$ cat config.mk
export PLATFORM = sky130hd
export DESIGN_NAME = ptd_tail_drop
export DESIGN_NICKNAME = d
export VERILOG_FILES = /design/src/include/ptd_pkg.sv /design/src/design/ptd_prio_map.sv /design/src/design/ptd_tail_drop.sv
export SDC_FILE = /design/constraint.sdc
export NUM_CORES = 2
export LEC_CHECK = 0
export BUFFER_PORTS_ARGS = -buffer_cell sky130_fd_sc_hd__buf_2
export CORE_MARGIN = 10
export CORE_UTILIZATION = 55
export DETAILED_ROUTE_END_ITERATION = 7
export PLACE_DENSITY = 0.74
export SLEW_MARGIN = 20
export SYNTH_ARGS = -nofsm -noshare
export SYNTH_HDL_FRONTEND = slang
export SYNTH_HIERARCHICAL = 1
export SYNTH_SLANG_ARGS = --single-unit
$ cat constraint.sdc
create_clock -name clk_i -period 18.1 [get_ports clk_i]
set_input_delay 0.905 -clock clk_i [delete_from_list [all_inputs] [get_ports clk_i]]
set_output_delay 0.905 -clock clk_i [all_outputs]
set_load 0.005 [all_outputs]
$ cat src/include/ptd_pkg.sv
// ptd_pkg: shared widths, reset values, carriers and helpers for the
// priority tail-drop admission block.
// assumes one switch clock domain; frame sizes are given in buffer cells.
package ptd_pkg;

  localparam int NUM_TC      = 8;
  localparam int NUM_Q       = 16;
  localparam int Q_DEPTH     = 8;
  localparam int QPTR_W      = 3;
  localparam int QCNT_W      = 4;
  localparam int QIDX_W      = 4;
  localparam int CELL_W      = 6;
  localparam int OCC_W       = 10;
  localparam int PCT_W       = 7;
  localparam int PROD_W      = 17;

  localparam logic [OCC_W-1:0]  OCC_RST    = 10'h000;
  localparam logic [QPTR_W-1:0] PTR_RST    = 3'h0;
  localparam logic [QCNT_W-1:0] QCNT_RST   = 4'h0;
  localparam logic [QCNT_W-1:0] QCNT_FULL  = 4'h8;
  localparam logic [PROD_W-1:0] PCT_DIV    = 17'h00064;
  localparam logic [2:0]        PRIO_RST   = 3'h0;

  // drop cause bits
  localparam int CAUSE_PORT  = 0;
  localparam int CAUSE_PRIO  = 1;
  localparam int CAUSE_QFULL = 2;

  typedef struct packed {
    logic              mcast;
    logic              cos_ok;
    logic [2:0]        cos;
    logic [11:0]       vid;
    logic [CELL_W-1:0] cells;
  } ptd_frame_t;

  typedef struct packed {
    logic                          trusted;
    logic                          policy_en;
    logic [2:0]                    default_prio;
    logic [NUM_TC-1:0][2:0]        policy_map;
    logic [OCC_W-1:0]              port_limit;
    logic [NUM_TC-1:0][PCT_W-1:0]  prio_pct;
    logic                          vid_rw_en;
    logic [11:0]                   vid_rw;
  } ptd_cfg_t;

  typedef struct packed {
    logic              mcast;
    logic [2:0]        uprio;
    logic [11:0]       vid;
    logic [CELL_W-1:0] cells;
  } ptd_desc_t;

  // standard eight-class priority to traffic class table
  function automatic logic [2:0] ptd_tc_of(input logic [2:0] up);
    unique case (up)
      3'h0:    ptd_tc_of = 3'h1;
      3'h1:    ptd_tc_of = 3'h0;
      default: ptd_tc_of = up;
    endcase
  endfunction

  // buffer share of one priority: port share scaled by its percentage
  function automatic logic [OCC_W-1:0] ptd_prio_limit(
    input logic [OCC_W-1:0] port_lim,
    input logic [PCT_W-1:0] pct
  );
    logic [PROD_W-1:0] prod;
    prod = PROD_W'(port_lim) * PROD_W'(pct);
    ptd_prio_limit = OCC_W'(prod / PCT_DIV);
  endfunction

endpackage

$ cat src/design/ptd_prio_map.sv
// ptd_prio_map: user priority and traffic class stage for arrivals.
// assumes configuration is stable while frames arrive.
`timescale 1ns/1ps
`default_nettype none

module ptd_prio_map
  import ptd_pkg::*;
(
  input  wire logic        clk_i,
  input  wire logic        rst_n_i,
  input  wire logic        in_valid_i,
  input  wire ptd_frame_t  in_frame_i,
  input  wire ptd_cfg_t    cfg_i,
  output var  logic        map_valid_o,
  output var  ptd_frame_t  map_frame_o,
  output var  logic [2:0]  map_uprio_o,
  output var  logic [2:0]  map_tc_o
);

  logic       valid_reg;
  logic       valid_next;
  ptd_frame_t frame_reg;
  ptd_frame_t frame_next;
  logic [2:0] uprio_reg;
  logic [2:0] uprio_next;
  logic [2:0] tc_reg;
  logic [2:0] tc_next;

  // the same path serves unicast and multicast alike
  always_comb
  begin
    valid_next = in_valid_i;
    frame_next = in_frame_i;
    if (cfg_i.trusted && in_frame_i.cos_ok)
    begin
      uprio_next = in_frame_i.cos;
    end
    else if (cfg_i.policy_en)
    begin
      uprio_next = cfg_i.policy_map[in_frame_i.cos];
    end
    else
    begin
      uprio_next = cfg_i.default_prio;
    end
    tc_next = ptd_tc_of(uprio_next);
  end

  always_ff @(posedge clk_i or negedge rst_n_i)
  begin
    if (!rst_n_i)
    begin
      valid_reg <= 1'b0;
      frame_reg <= '0;
      uprio_reg <= PRIO_RST;
      tc_reg    <= PRIO_RST;
    end
    else
    begin
      valid_reg <= valid_next;
      frame_reg <= frame_next;
      uprio_reg <= uprio_next;
      tc_reg    <= tc_next;
    end
  end

  assign map_valid_o = valid_reg;
  assign map_frame_o = frame_reg;
  assign map_uprio_o = uprio_reg;
  assign map_tc_o    = tc_reg;

endmodule // ptd_prio_map

`default_nettype wire

$ cat src/design/ptd_tail_drop.sv
// ptd_tail_drop: per-port queueing and tail-drop admission.
// assumes the egress scheduler asks for one queue head at a time and the
// ingress side presents at most one frame per cycle.
`timescale 1ns/1ps
`default_nettype none

module ptd_tail_drop
  import ptd_pkg::*;
(
  input  wire logic               clk_i,
  input  wire logic               rst_n_i,
  input  wire logic               in_valid_i,
  input  wire ptd_frame_t         in_frame_i,
  input  wire ptd_cfg_t           cfg_i,
  input  wire logic               deq_valid_i,
  input  wire logic [QIDX_W-1:0]  deq_queue_i,
  output var  logic               out_valid_o,
  output var  ptd_desc_t          out_desc_o,
  output var  logic               accept_o,
  output var  logic               drop_o,
  output var  logic [2:0]         drop_cause_o,
  output var  logic [NUM_Q-1:0]   q_nonempty_o,
  output var  logic [OCC_W-1:0]   port_occ_o
);

  logic       map_valid;
  ptd_frame_t map_frame;
  logic [2:0] map_uprio;
  logic [2:0] map_tc;

  ptd_prio_map u_map (
    .clk_i       (clk_i),
    .rst_n_i     (rst_n_i),
    .in_valid_i  (in_valid_i),
    .in_frame_i  (in_frame_i),
    .cfg_i       (cfg_i),
    .map_valid_o (map_valid),
    .map_frame_o (map_frame),
    .map_uprio_o (map_uprio),
    .map_tc_o    (map_tc)
  );

  // descriptor store: Q_DEPTH slots per queue, addressed {queue, slot}
  ptd_desc_t q_mem [NUM_Q*Q_DEPTH];

  logic [QPTR_W-1:0] head_reg [NUM_Q];
  logic [QPTR_W-1:0] head_next [NUM_Q];
  logic [QPTR_W-1:0] tail_reg [NUM_Q];
  logic [QPTR_W-1:0] tail_next [NUM_Q];
  logic [QCNT_W-1:0] cnt_reg [NUM_Q];
  logic [QCNT_W-1:0] cnt_next [NUM_Q];

  logic [OCC_W-1:0] port_occ_reg;
  logic [OCC_W-1:0] port_occ_next;
  logic [OCC_W-1:0] prio_occ_reg [NUM_TC];
  logic [OCC_W-1:0] prio_occ_next [NUM_TC];

  logic             out_valid_reg;
  logic             out_valid_next;
  ptd_desc_t        out_desc_reg;
  ptd_desc_t        out_desc_next;
  logic             accept_reg;
  logic             accept_next;
  logic             drop_reg;
  logic             drop_next;
  logic [2:0]       cause_reg;
  logic [2:0]       cause_next;
  logic [NUM_Q-1:0] nonempty_reg;
  logic [NUM_Q-1:0] nonempty_next;

  logic [QIDX_W-1:0]           enq_q;
  logic                        enq_do;
  logic                        deq_do;
  logic [QIDX_W+QPTR_W-1:0]    wr_addr;
  ptd_desc_t                   wr_desc;
  ptd_desc_t                   head_desc;
  logic [OCC_W:0]              port_sum;
  logic [OCC_W:0]              prio_sum;
  logic [OCC_W-1:0]            prio_lim;
  logic [2:0]                  cause;

  // sum one bit wider than the counter, so a frame landing on a nearly
  // full counter still compares as over the limit instead of wrapping
  function automatic logic [OCC_W:0] occ_plus(
    input logic [OCC_W-1:0]  occ,
    input logic [CELL_W-1:0] cells
  );
    occ_plus = {1'b0, occ} + (OCC_W+1)'(cells);
  endfunction

  // strict compare: a frame that exactly fills its share is admitted
  function automatic logic over_lim(
    input logic [OCC_W:0]   sum,
    input logic [OCC_W-1:0] lim
  );
    over_lim = sum > {1'b0, lim};
  endfunction

  function automatic logic [OCC_W-1:0] occ_minus(
    input logic [OCC_W-1:0]  occ,
    input logic [CELL_W-1:0] cells
  );
    occ_minus = occ - OCC_W'(cells);
  endfunction

  function automatic logic q_hit(
    input logic [QIDX_W-1:0] idx,
    input int                q
  );
    q_hit = idx == QIDX_W'(q);
  endfunction

  // admission decision on the mapped arrival
  always_comb
  begin
    enq_q    = {map_frame.mcast, map_tc};
    port_sum = occ_plus(port_occ_reg, map_frame.cells);
    prio_sum = occ_plus(prio_occ_reg[map_uprio], map_frame.cells);
    // percentages summing above 100 would overbook the port; the port
    // check below still bounds the total in that case
    prio_lim = ptd_prio_limit(cfg_i.port_limit,
                              cfg_i.prio_pct[map_uprio]);
    cause = 3'h0;
    cause[CAUSE_PORT]  = over_lim(port_sum, cfg_i.port_limit);
    cause[CAUSE_PRIO]  = map_frame.mcast
                       && over_lim(prio_sum, prio_lim);
    cause[CAUSE_QFULL] = cnt_reg[enq_q] == QCNT_FULL;
    enq_do = map_valid && (cause == 3'h0);
    deq_do = deq_valid_i && (cnt_reg[deq_queue_i] != QCNT_RST);
    head_desc = q_mem[{deq_queue_i, head_reg[deq_queue_i]}];
    wr_addr   = {enq_q, tail_reg[enq_q]};
    wr_desc.mcast = map_frame.mcast;
    wr_desc.uprio = map_uprio;
    wr_desc.vid   = map_frame.vid;
    wr_desc.cells = map_frame.cells;
  end

  // queue pointers and counts; an enqueue and a dequeue on the same
  // queue in one cycle leave the count unchanged
  always_comb
  begin
    for (int q = 0; q < NUM_Q; q++)
    begin
      head_next[q] = head_reg[q];
      tail_next[q] = tail_reg[q];
      cnt_next[q]  = cnt_reg[q];
      if (enq_do && q_hit(enq_q, q))
      begin
        tail_next[q] = tail_reg[q] + 3'h1;
        cnt_next[q]  = cnt_next[q] + 4'h1;
      end
      if (deq_do && q_hit(deq_queue_i, q))
      begin
        head_next[q] = head_reg[q] + 3'h1;
        cnt_next[q]  = cnt_next[q] - 4'h1;
      end
      nonempty_next[q] = cnt_next[q] != QCNT_RST;
    end
  end

  // buffer occupancy, port total and multicast per priority
  always_comb
  begin
    port_occ_next = port_occ_reg;
    if (enq_do)
    begin
      port_occ_next = port_occ_next + OCC_W'(map_frame.cells);
    end
    if (deq_do)
    begin
      port_occ_next = occ_minus(port_occ_next, head_desc.cells);
    end
    for (int p = 0; p < NUM_TC; p++)
    begin
      prio_occ_next[p] = prio_occ_reg[p];
      if (enq_do && map_frame.mcast && (map_uprio == 3'(p)))
      begin
        prio_occ_next[p] = prio_occ_next[p]
                         + OCC_W'(map_frame.cells);
      end
      if (deq_do && head_desc.mcast && (head_desc.uprio == 3'(p)))
      begin
        prio_occ_next[p] = occ_minus(prio_occ_next[p],
                                     head_desc.cells);
      end
    end
  end

  // egress result with header rewrite
  always_comb
  begin
    out_valid_next = deq_do;
    out_desc_next  = out_desc_reg;
    if (deq_do)
    begin
      out_desc_next = head_desc;
      if (cfg_i.vid_rw_en)
      begin
        out_desc_next.vid = cfg_i.vid_rw;
      end
    end
    accept_next = enq_do;
    drop_next   = map_valid && !enq_do;
    cause_next  = map_valid ? cause : 3'h0;
  end

  // the store has no reset: a slot is only read after it was written
  always_ff @(posedge clk_i)
  begin
    if (enq_do)
    begin
      q_mem[wr_addr] <= wr_desc;
    end
  end

  always_ff @(posedge clk_i or negedge rst_n_i)
  begin
    if (!rst_n_i)
    begin
      for (int q = 0; q < NUM_Q; q++)
      begin
        head_reg[q] <= PTR_RST;
        tail_reg[q] <= PTR_RST;
        cnt_reg[q]  <= QCNT_RST;
      end
      nonempty_reg <= '0;
    end
    else
    begin
      for (int q = 0; q < NUM_Q; q++)
      begin
        head_reg[q] <= head_next[q];
        tail_reg[q] <= tail_next[q];
        cnt_reg[q]  <= cnt_next[q];
      end
      nonempty_reg <= nonempty_next;
    end
  end

  always_ff @(posedge clk_i or negedge rst_n_i)
  begin
    if (!rst_n_i)
    begin
      port_occ_reg <= OCC_RST;
      for (int p = 0; p < NUM_TC; p++)
      begin
        prio_occ_reg[p] <= OCC_RST;
      end
    end
    else
    begin
      port_occ_reg <= port_occ_next;
      for (int p = 0; p < NUM_TC; p++)
      begin
        prio_occ_reg[p] <= prio_occ_next[p];
      end
    end
  end

  always_ff @(posedge clk_i or negedge rst_n_i)
  begin
    if (!rst_n_i)
    begin
      out_valid_reg <= 1'b0;
      out_desc_reg  <= '0;
      accept_reg    <= 1'b0;
      drop_reg      <= 1'b0;
      cause_reg     <= 3'h0;
    end
    else
    begin
      out_valid_reg <= out_valid_next;
      out_desc_reg  <= out_desc_next;
      accept_reg    <= accept_next;
      drop_reg      <= drop_next;
      cause_reg     <= cause_next;
    end
  end

  assign out_valid_o  = out_valid_reg;
  assign out_desc_o   = out_desc_reg;
  assign accept_o     = accept_reg;
  assign drop_o       = drop_reg;
  assign drop_cause_o = cause_reg;
  assign q_nonempty_o = nonempty_reg;
  assign port_occ_o   = port_occ_reg;

endmodule // ptd_tail_drop

`default_nettype wire

==> impl_metrics.toml <==
[global_routing]
grt.overflow.total = 0
grt_use_total_pct = 26.45
grt_pass1_vias = 72696
grt_first_pass_wirelength_mm = 511.6
antenna_found_initial = 17
grt_max_degree = 147

[critical_path]
critPathTopFamily = "compound AO/OA/AOI/OAI gates"
cp.buffers_inverters = 9
timing.critical_path.slowest_stage_cell = "xnor2_1"
max_stage_delay_ns = 0.80
worst_setup_path_start_kind = "flip-flop"
cp.arrival_ns = 17.68
end_kind = "flip-flop"
required_ns = 18.91
worst-setup-path-type = "flip-flop to flip-flop"
critPathMaxFanout = 15

[clocking]
cts_setup_buffers = 0
cts.htree.levels = 5
clockBufferDepth = 4
cts_sinks = 3136
cts-root-buf = "clkbuf_16"
cts_tree = "done"
clk_latency_ns = 0.97
clk_pin_slew_ns = 0.07
cts_buffers = 328

[die]
die_h_um = 513.0
chipWidth_um = 513.0
initial_core_util_pct = 55.41
placementRows = 180
core_area_um2 = 241200
die_area_um2 = 263100
ios = 193

[sta]
rsz0062_at_grt = "no"
fin_crit_sh_pct = 93.21
setup_viol = 0
fin_tns_setup_ns = 0
relSlewSlack_pct = 23.21
slew_violations = 0
tightestPinTransition_ns = 1.152
period_minus_slack_ns = 16.87
clock_skew_ns = 0.1032
hold_violations = 0
holdWs_ns = 0.04161
fmax_mhz = 59.28

[finish]
largest_reg_flops = 2816
areaGrowthSynthToFinish_pct = 12.61
layout_commonest_cell = "edfxtp_1"
nNetsFinal = 7769
n_fill_cell = 16158
final_core_util_pct = 62.40
final_cell_mix = "edfxtp_1 (2816), mux4_2 (964), clkbuf_16 (337)"
drive_above_1_share_pct = 28.54
final_cells = 10767

[place]
io_buffers = 192
dp_hpwl_mm = 207.8
place_inst = 10190
routabilityCongestion = 0.8761

[detailed_routing]
avgRoutedWirePerCell_um = 32.61
via_count = 71716
drt_drc_violations_left = 0
ant_nets = 0
drt-pass1-iter-count = 8
routed_via_density = 6.661
totalWireLength_mm = 351.1
drtIter0Drc = 9748

[logic_synthesis]
syn_area_per_cell_um2 = 19.44
ys_warn_count = 6
syn_inst = 6876
synth_area_um2 = 133700
syn_nets = 7306

[outcome]
status = "completed"

[min_path]
hold_path.class = "input pin to async pin"

[job]
maxCapViolations = 0
[area by class of cell]
type,instances,area [um^2],area share (%)
sequential,3136,92650,61.56
clock buffer,409,8763,5.823
tap,3185,3985,2.648
antenna,7,17.52,0.01164
clock inverter,157,1813,1.205
multi-input combinational,3330,39900,26.51
timing repair buffer,437,2969,1.973
inverter,106,404.1,0.2685
[layer usage]
| metal | wire length (um) | up-vias | GRT usage, % | part of all wire [%] |
|---|---|---|---|---|
| li1 | - | 28921 | - | - |
| met1 | 131800 | 37618 | 36.78 | 38 |
| met2 | 165000 | 4418 | 41.10 | 47 |
| met3 | 38440 | 745 | 6.051 | 11 |
| met4 | 15810 | 14 | 10.49 | 4.5 |
| met5 | 94 | - | 0 | 0.027 |
[worst reg2reg max path: cells and delay by family, from the launching register on]
kind	cells	cell delay, ns
buffers and inverters	9	1.26
AO/OA/AOI/OAI	25	6.21
XOR/XNOR	3	1.05
multiplexers	4	1.23
AND/OR/NAND/NOR	22	2.99
adder cells (fa/ha/maj)	8	3.42
flip-flops	1	0.64
[metrics by stage]
stage	setup WS, ns	instance area (um^2)
global route	0.04811	150500
detailed placement	0.5377	139800
finish	1.230	150500
floorplan	0.1178	133700
global placement	0.7065	139800
CTS	0.6982	150400
[what timing repair did]
item                                    4_1_cts  5_1_grt
gates resized for setup                       0        9
hold endpoints to repair                      3        0
hold buffers                                  3        0
endpoints found under the setup margin        0      188
[final timing paths]
kind                                       from                     to  slack (ns)  cells past startpoint
max in group asynchronous               rst_n_i       prio_occ_reg[39]       16.35                      2
min                                     rst_n_i  u_map/map_frame_o[11]        0.04                      1
max reg2reg                u_map/map_uprio_o[0]       prio_occ_reg[18]        1.23                     71
max                        u_map/map_uprio_o[0]       prio_occ_reg[18]        1.23                     71
min in group clk_i               in_frame_i[14]  u_map/map_frame_o[14]        0.07                      1
min reg2reg                         head_reg[8]            head_reg[8]        0.47                      1
Power is left out: the tool's default activity adds up to more than one toggle a clock period on the data nets, which glitch-free logic cannot reach.
